[src/pkg/rct_pkg.sv]
// Function
// - stop-on-receive halts count after four received bits
// - stop-on-receive ignored in trimming modes
// - start select 00: no automatic start
// - start select 01: start at transmission end
// - start select 10: trimming, no underflow
// - start select 11: trimming, underflow allowed
// - auto reload: reload at zero, keep counting, except start select 10 holds at zero
// - no auto reload: stop at zero
// - every underflow sets the interrupt flag
// - clock select picks the decrement source
// - start event loads counter from reload bytes, unless a stop event comes in the same cycle
// - reload writes act only at next start or auto reload
// - neighbour count readable as two bytes
package rct_pkg;
	localparam logic [7:0] ADDR_NB_HIGH   = 8'h1c;
	localparam logic [7:0] ADDR_NB_LOW    = 8'h1d;
	localparam logic [7:0] ADDR_CONTROL   = 8'h1e;
	localparam logic [7:0] ADDR_RELOAD_HI = 8'h1f;
	localparam logic [7:0] ADDR_RELOAD_LO = 8'h20;
	localparam logic [7:0] ADDR_COUNT_HI  = 8'h21;
	localparam logic [7:0] ADDR_COUNT_LO  = 8'h22;
	localparam logic [7:0] ADDR_IRQ_STAT  = 8'h40;
	localparam logic [7:0] ADDR_IRQ_MASK  = 8'h41;
	localparam logic [7:0] ADDR_CMD       = 8'h42;

	localparam int STOP_RX_BIT   = 7;
	localparam int START_LSB     = 4;
	localparam int RESTART_BIT   = 3;
	localparam int CLKSEL_LSB    = 0;
	localparam logic [7:0] CONTROL_WMASK = 8'hbb;
	localparam logic [7:0] CONTROL_RESET = 8'h00;
	localparam logic [7:0] RELOAD_RESET  = 8'h00;

	localparam int IRQ_UNDERFLOW = 0;
	localparam int IRQ_RX_STOP   = 1;
	localparam int CMD_START_BIT = 0;
	localparam int CMD_STOP_BIT  = 1;

	localparam int RX_STOP_BITS = 4;

	// tick rates, fast in kHz and slow in Hz, derived from the 250 MHz system clock
	localparam int CLK_KHZ        = 250000;
	localparam int FAST_TICK_KHZ  = 13560;
	localparam int SLOW_TICK_HZ   = 211875;
	localparam int FAST_DIV = CLK_KHZ / FAST_TICK_KHZ;
	localparam int SLOW_DIV = (CLK_KHZ * 1000) / SLOW_TICK_HZ;

	typedef enum logic [1:0] {
		START_NONE,
		START_TX_END,
		START_TRIM,
		START_TRIM_UF
	} rct_start_e;

	typedef enum logic [1:0] {
		CLK_FAST,
		CLK_SLOW,
		CLK_TIMER0,
		CLK_TIMER1
	} rct_clk_e;

	typedef struct packed {
		logic [7:0] addr;
		logic [7:0] wdata;
		logic       wr;
		logic       rd;
	} rct_bus_s;

	typedef struct packed {
		logic tx_end;
		logic rx_bit;
		logic rx_active;
		logic lfo_edge;
		logic timer0_uf;
		logic timer1_uf;
	} rct_event_s;
endpackage

[src/hdl/rct_timer.sv]
// The strobed register port was left to the implementer.
`timescale 1ns/10ps
module rct_timer
	import rct_pkg::*;
(
	input  wire logic        clock,
	input  wire logic        rst_n,
	input  wire rct_bus_s    bus,
	output logic      [7:0]  rdata,
	input  wire rct_event_s  events,
	input  wire logic [15:0] neighbour_count,
	output logic             underflow,
	output logic             running,
	output logic             irq
);
	typedef struct packed {
		logic [7:0]  control;
		logic [7:0]  reload_high_byte;
		logic [7:0]  reload_low_byte;
		logic [15:0] count;
		logic        running;
		logic        trim_phase;
		logic [2:0]  rx_bits;
		logic [1:0]  irq_status;
		logic [1:0]  irq_mask;
		logic [7:0]  rdata;
		logic        underflow;
		logic [15:0] fast_cnt;
		logic [15:0] slow_cnt;
	} rct_state_s;

	rct_state_s state;
	rct_state_s next_state;
	logic [1:0] rst_sync;
	logic       srst_n;

	function automatic logic [7:0] read_mux(input rct_state_s s, input logic [7:0] a,
			input logic [15:0] nb);
		case (a)
			ADDR_NB_HIGH:   read_mux = nb[15:8];
			ADDR_NB_LOW:    read_mux = nb[7:0];
			ADDR_CONTROL:   read_mux = s.control;
			ADDR_RELOAD_HI: read_mux = s.reload_high_byte;
			ADDR_RELOAD_LO: read_mux = s.reload_low_byte;
			ADDR_COUNT_HI:  read_mux = s.count[15:8];
			ADDR_COUNT_LO:  read_mux = s.count[7:0];
			ADDR_IRQ_STAT:  read_mux = {6'h0, s.irq_status};
			ADDR_IRQ_MASK:  read_mux = {6'h0, s.irq_mask};
			ADDR_CMD:       read_mux = {7'h0, s.running};
			default:        read_mux = 8'h00;
		endcase
	endfunction

	// reset release is synchronised so all flops leave reset on one edge;
	// kept outside the state struct so that struct has a single driver
	always_ff @(posedge clock or negedge rst_n) begin
		if (!rst_n) begin
			rst_sync <= 2'b00;
		end else begin
			rst_sync <= {rst_sync[0], 1'b1};
		end
	end
	assign srst_n = rst_sync[1];

	logic        stop_rx;
	logic        auto_restart;
	rct_start_e  start_sel;
	rct_clk_e    clk_sel;
	logic        trim_mode;
	logic        tick;
	logic        start_evt;
	logic        stop_evt;
	logic        fast_tick;
	logic        slow_tick;
	logic [15:0] reload_value;

	always_comb begin
		stop_rx      = state.control[STOP_RX_BIT];
		auto_restart = state.control[RESTART_BIT];
		start_sel    = rct_start_e'(state.control[START_LSB +: 2]);
		clk_sel      = rct_clk_e'(state.control[CLKSEL_LSB +: 2]);
		trim_mode    = (start_sel == START_TRIM) || (start_sel == START_TRIM_UF);
		reload_value = {state.reload_high_byte, state.reload_low_byte};
		fast_tick    = (state.fast_cnt == 16'(FAST_DIV - 1));
		slow_tick    = (state.slow_cnt == 16'(SLOW_DIV - 1));
		case (clk_sel)
			CLK_FAST:   tick = fast_tick;
			CLK_SLOW:   tick = slow_tick;
			CLK_TIMER0: tick = events.timer0_uf;
			CLK_TIMER1: tick = events.timer1_uf;
			default:    tick = 1'b0;
		endcase
		start_evt = 1'b0;
		stop_evt  = 1'b0;
		case (start_sel)
			START_NONE:   start_evt = 1'b0;
			START_TX_END: start_evt = events.tx_end;
			START_TRIM, START_TRIM_UF: begin
				// trimming: first lfo edge starts, next one stops
				start_evt = events.lfo_edge && !state.trim_phase;
				stop_evt  = events.lfo_edge && state.trim_phase;
			end
			default: start_evt = 1'b0;
		endcase
		if (bus.wr && bus.addr == ADDR_CMD) begin
			start_evt = start_evt | bus.wdata[CMD_START_BIT];
			stop_evt  = stop_evt | bus.wdata[CMD_STOP_BIT];
		end
	end

	logic rx_stop;
	assign rx_stop = stop_rx && !trim_mode && state.running && events.rx_bit
		&& (state.rx_bits == 3'(RX_STOP_BITS - 1));

	always_comb begin
		next_state           = state;
		next_state.underflow = 1'b0;
		next_state.rdata     = 8'h00;
		next_state.fast_cnt  = fast_tick ? 16'h0000 : state.fast_cnt + 16'h0001;
		next_state.slow_cnt  = slow_tick ? 16'h0000 : state.slow_cnt + 16'h0001;

		if (!events.rx_active) begin
			next_state.rx_bits = 3'h0;
		end else if (events.rx_bit && state.rx_bits != 3'(RX_STOP_BITS)) begin
			next_state.rx_bits = state.rx_bits + 3'h1;
		end

		if (bus.rd) begin
			next_state.rdata = read_mux(state, bus.addr, neighbour_count);
		end
		if (bus.wr) begin
			case (bus.addr)
				ADDR_CONTROL:   next_state.control = bus.wdata & CONTROL_WMASK;
				ADDR_RELOAD_HI: next_state.reload_high_byte = bus.wdata;
				ADDR_RELOAD_LO: next_state.reload_low_byte = bus.wdata;
				ADDR_IRQ_MASK:  next_state.irq_mask = bus.wdata[1:0];
				ADDR_IRQ_STAT:  next_state.irq_status = state.irq_status & ~bus.wdata[1:0];
				default: ;
			endcase
		end

		if (state.running && tick) begin
			if (state.count == 16'h0000) begin
				// in plain trim mode an underflow is suppressed and the count holds
				if (start_sel != START_TRIM) begin
					next_state.underflow = 1'b1;
					next_state.irq_status[IRQ_UNDERFLOW] = 1'b1;
					if (auto_restart) begin
						next_state.count = reload_value;
					end else begin
						next_state.running = 1'b0;
					end
				end
			end else begin
				next_state.count = state.count - 16'h0001;
			end
		end

		if (rx_stop) begin
			next_state.running = 1'b0;
			next_state.irq_status[IRQ_RX_STOP] = 1'b1;
		end
		if (stop_evt) begin
			next_state.running    = 1'b0;
			next_state.trim_phase = 1'b0;
		end else if (start_evt) begin
			next_state.count      = reload_value;
			next_state.running    = 1'b1;
			next_state.trim_phase = trim_mode;
		end
		if (!trim_mode) begin
			next_state.trim_phase = 1'b0;
		end
	end

	always_ff @(posedge clock or negedge srst_n) begin
		if (!srst_n) begin
			state.control          <= CONTROL_RESET;
			state.reload_high_byte <= RELOAD_RESET;
			state.reload_low_byte  <= RELOAD_RESET;
			state.count            <= 16'h0000;
			state.running          <= 1'b0;
			state.trim_phase       <= 1'b0;
			state.rx_bits          <= 3'h0;
			state.irq_status       <= 2'h0;
			state.irq_mask         <= 2'h0;
			state.rdata            <= 8'h00;
			state.underflow        <= 1'b0;
			state.fast_cnt         <= 16'h0000;
			state.slow_cnt         <= 16'h0000;
		end else begin
			state.control          <= next_state.control;
			state.reload_high_byte <= next_state.reload_high_byte;
			state.reload_low_byte  <= next_state.reload_low_byte;
			state.count            <= next_state.count;
			state.running          <= next_state.running;
			state.trim_phase       <= next_state.trim_phase;
			state.rx_bits          <= next_state.rx_bits;
			state.irq_status       <= next_state.irq_status;
			state.irq_mask         <= next_state.irq_mask;
			state.rdata            <= next_state.rdata;
			state.underflow        <= next_state.underflow;
			state.fast_cnt         <= next_state.fast_cnt;
			state.slow_cnt         <= next_state.slow_cnt;
		end
	end

	assign rdata     = state.rdata;
	assign underflow = state.underflow;
	assign running   = state.running;
	assign irq       = |(state.irq_status & state.irq_mask);
endmodule

[config.mk]
export PLATFORM = sky130hd
export DESIGN_NAME = rct_timer
export DESIGN_NICKNAME = d
export VERILOG_FILES = /design/src/pkg/rct_pkg.sv /design/src/hdl/rct_timer.sv
export SDC_FILE = /design/constraint.sdc
export NUM_CORES = 1
export LEC_CHECK = 0
export BUFFER_PORTS_ARGS = -buffer_cell sky130_fd_sc_hd__buf_2
export CAP_MARGIN = 20
export CORE_AREA = 2 2 94 96
export CTS_CLUSTER_SIZE = 20
export DETAILED_ROUTE_END_ITERATION = 16
export DIE_AREA = 0 0 96 98
export PLACE_DENSITY = 0.87
export SYNTH_ARGS = -nofsm -noshare
export SYNTH_HDL_FRONTEND = slang
export SYNTH_SLANG_ARGS = --single-unit
[constraint.sdc]
create_clock -name clock -period 4.75 [get_ports clock]
set_input_delay 0.2375 -clock clock [delete_from_list [all_inputs] [get_ports clock]]
set_output_delay 0.2375 -clock clock [all_outputs]
set_load 0.01 [all_outputs]
==> impl_metrics.env <==
export IMPL_outcome="completed"
export IMPL_finalSetupTns_ps=0
export IMPL_grt_pass1_wl_mm=21.5
export IMPL_min_path_cells=2
export IMPL_syn_instance_count=525
export IMPL_rr_worst_depth=8
export IMPL_gp_congestion=0.950
export IMPL_ctsLongestPathBuffers=2
export IMPL_p_leak_nw=2.48
export IMPL_cts_root_buf="clkbuf_8"
export IMPL_grt_max_degree=52
export IMPL_layout_min_cycle_time_ps=2420
export IMPL_area_growth_pct=7.44
export IMPL_slew_viol_final=0
export IMPL_irDropWorstVdd_mv=0.261
export IMPL_vias=4370
export IMPL_worstPathRequired_ps=5050
export IMPL_cts_sinks=90
export IMPL_core_sq_um=8470
export IMPL_die_area_sq_um=9410
export IMPL_ys_types=73
export IMPL_viasPerCell=6.51
export IMPL_synth_top_cells_by_area="dfrtp_1 43%, mux2_2 5.2%, nor2_1 3.8%, xnor2_1 3.0%, nand3_1 2.8%"
export IMPL_synth_top_area_share_pct=42.9
export IMPL_grt_remaining_overflow=0
export IMPL_drt_pass1_iterations=6
export IMPL_path_clk_slew_ps=100
export IMPL_p_per_area_nw_per_um2=353
export IMPL_finClkSkew_ps=20.2
export IMPL_die_x_microns=96
export IMPL_start_util_pct=62.0
export IMPL_dr_max_layer_used="met4"
export IMPL_finalSetupViolCount=0
export IMPL_end_kind="flop"
export IMPL_fp_row_count=34
export IMPL_synth_ff_type="dfrtp_1"
export IMPL_synth_top_cell_by_area="dfrtp_1"
export IMPL_whs_endpoint="state[47]$_DFFE_PN0P_"
export IMPL_yosysSeqAreaShare_pct=42.9
export IMPL_post_route_cells_drive_above_1_share_pct=22.2
export IMPL_fillers=683
export IMPL_ys_ff_latch=90
export IMPL_dpl_hpwl_mm=9.53
export IMPL_wl_per_cell_microns=19.5
export IMPL_synth_async_sr_flop_share_pct=100
export IMPL_worst_r2r_setup_slack_ps=2330
export IMPL_wl_met3_microns=903
export IMPL_whs_ps=82.0
export IMPL_clock_latency_ps=380
export IMPL_cts_htree_levels=3
export IMPL_met2WireLength_mm=6.64
export IMPL_synth_avg_cell_area_sq_um=9.99
export IMPL_hold_violations=0
export IMPL_wl_mm=13.1
export IMPL_period_share_pct=51.0
export IMPL_nets=609
export IMPL_grt_use_total_pct=29.6
export IMPL_worstHoldPathType="in2reg"
export IMPL_synthesis_area_sq_um=5250
export IMPL_maxSlewHeadroom_pct=27.5
export IMPL_max_freq_mhz=413
export IMPL_min_delay_start="events[3]"
export IMPL_io_buffers=52
export IMPL_grt_pass1_vias=4384
export IMPL_syn_num_nets=576
export IMPL_wl_met1_mm=5.18
export IMPL_worstSetupPathType="reg2reg"
export IMPL_drc_errors=0
export IMPL_rsz0062_at_grt="no"
export IMPL_critPathMaxFanout=16
export IMPL_cts_tree="built"
export IMPL_yosysWarnings=0
export IMPL_r2r_start="state[0]$_DFF_PN0_"
export IMPL_drt_first_iter_violations=335
export IMPL_post_cts_buffers=0
export IMPL_n_antenna_cell=0
export IMPL_cap_viol_max_count=0
export IMPL_worstPathArrival_ps=2720
export IMPL_antenna_found_initial=0
export IMPL_io_pin_count=53
export IMPL_worst_slew_pin_slew_ps=1080
export IMPL_crit_path_start_kind="flop"
export IMPL_die_h_microns=98
export IMPL_cts_buffers=9
export IMPL_synth_edf_count=0
export IMPL_ant_nets=0
export IMPL_rr_endpoint="state[59]$_DFF_PN0_"
-- metrics by stage --
| stage | util (%) | instance area, sq um | setup WS [ps] | total power, mW | instances |
|---|---|---|---|---|---|
| CTS | 66.6 | 5640 | 2350 | 1.98 | 671 |
| finish | 66.6 | 5640 | 2330 | 1.99 | 671 |
| global placement | 64.3 | 5440 | 2500 | 1.47 | 654 |
| floorplan | - | 5250 | 2060 | 1.36 | 525 |
| global route | 66.6 | 5640 | 2150 | 2.09 | 671 |
| detailed placement | 64.3 | 5440 | 2390 | 1.49 | 654 |
-- critical path: stages, from the launching register on --
cell and delay [ps]:
dfrtp_1 440, inv_1 80, ha_1 140, and4b_1 170
and4_1 440, o221ai_4 310, a21oi_2 420, a31oi_1 160
a21oi_1 190
-- timing repair --
item	in CTS	in global routing
hold endpoints to repair	2	0
resized for setup	0	0
hold buffers	1	0
-- how the worst max path moves through the flow --
stage | startpoint | end | slack [ps] | cells past startpoint
after floorplan | rst_sync[1]$_DFF_PN0_ | auto_restart$_DFFE_PN0P_ | 2060 | 0
after global placement | state[0]$_DFF_PN0_ | state[59]$_DFF_PN0_ | 2500 | 8
final | state[0]$_DFF_PN0_ | state[59]$_DFF_PN0_ | 2330 | 8
after detailed placement | state[0]$_DFF_PN0_ | state[59]$_DFF_PN0_ | 2390 | 8
after global routing | state[0]$_DFF_PN0_ | state[63]$_DFF_PN0_ | 2150 | 8
after CTS | state[0]$_DFF_PN0_ | state[59]$_DFF_PN0_ | 2350 | 8
-- registers in the layout (all words and copies together), names as in the netlist --
signal,cells
clk_sel,2
running,1
start_sel,2
reload_value,16
rst_sync,2
underflow,1
state,57
auto_restart,1
rdata,8
-- placed cells by master, fill, tap and decap left out, types with 12 or more instances in the layout --
| cell | count |
|---|---|
| buf_2 | 52 |
| nand3_1 | 29 |
| inv_1 | 12 |
| a21oi_1 | 23 |
| nand2_1 | 38 |
| nor2_1 | 53 |
| o21ai_0 | 15 |
| dfrtp_1 | 89 |
| mux2_2 | 24 |
| xnor2_1 | 18 |
-- routing by layer --
layer	GRT usage, %	vias up
met5	0	-
met4	10.8	0
met3	7.02	42
met2	49.2	204
met1	37.2	2151
li1	-	1973
-- logic make-up after synthesis --
group	share of synthesized area, %
mux	8.40
fa+ha+maj	2.15
xor+xnor	4.84
flops	42.9
other cells	0.0715
buf+inv	4.89
compound gates	14.8
simple gates	21.9
-- power breakdown --
part	internal [mW]	switching, mW
Clock	0.199	0.302
Sequential	0.843	0.171
Combinational	0.197	0.279
-- cell usage after synthesis (9+ instances only) --
cell type	instances
dfrtp_1	90
nor2_1	53
nand2_1	38
nand3_1	29
mux2_2	24
a21oi_1	23
xnor2_1	18
o21ai_0	15
inv_1	12
xor2_1	11
a31oi_1	10
and3_1	10
buf_4	10
a22oi_1	9
clkbuf_1	9
ha_1	9
nor3_1	9
-- final cells by class --
type | count | area (sq um) | share of cell area [%]
Clock buffer | 9 | 124 | 2.20
Clock inverter | 7 | 61.3 | 1.09
Inverter | 12 | 45.0 | 0.799
Multi-Input combinational cell | 391 | 2740 | 48.6
Sequential cell | 90 | 2260 | 40.0
Tap cell | 108 | 135 | 2.40
Timing Repair Buffer | 54 | 278 | 4.93
(Power assumes the default switching activity.)
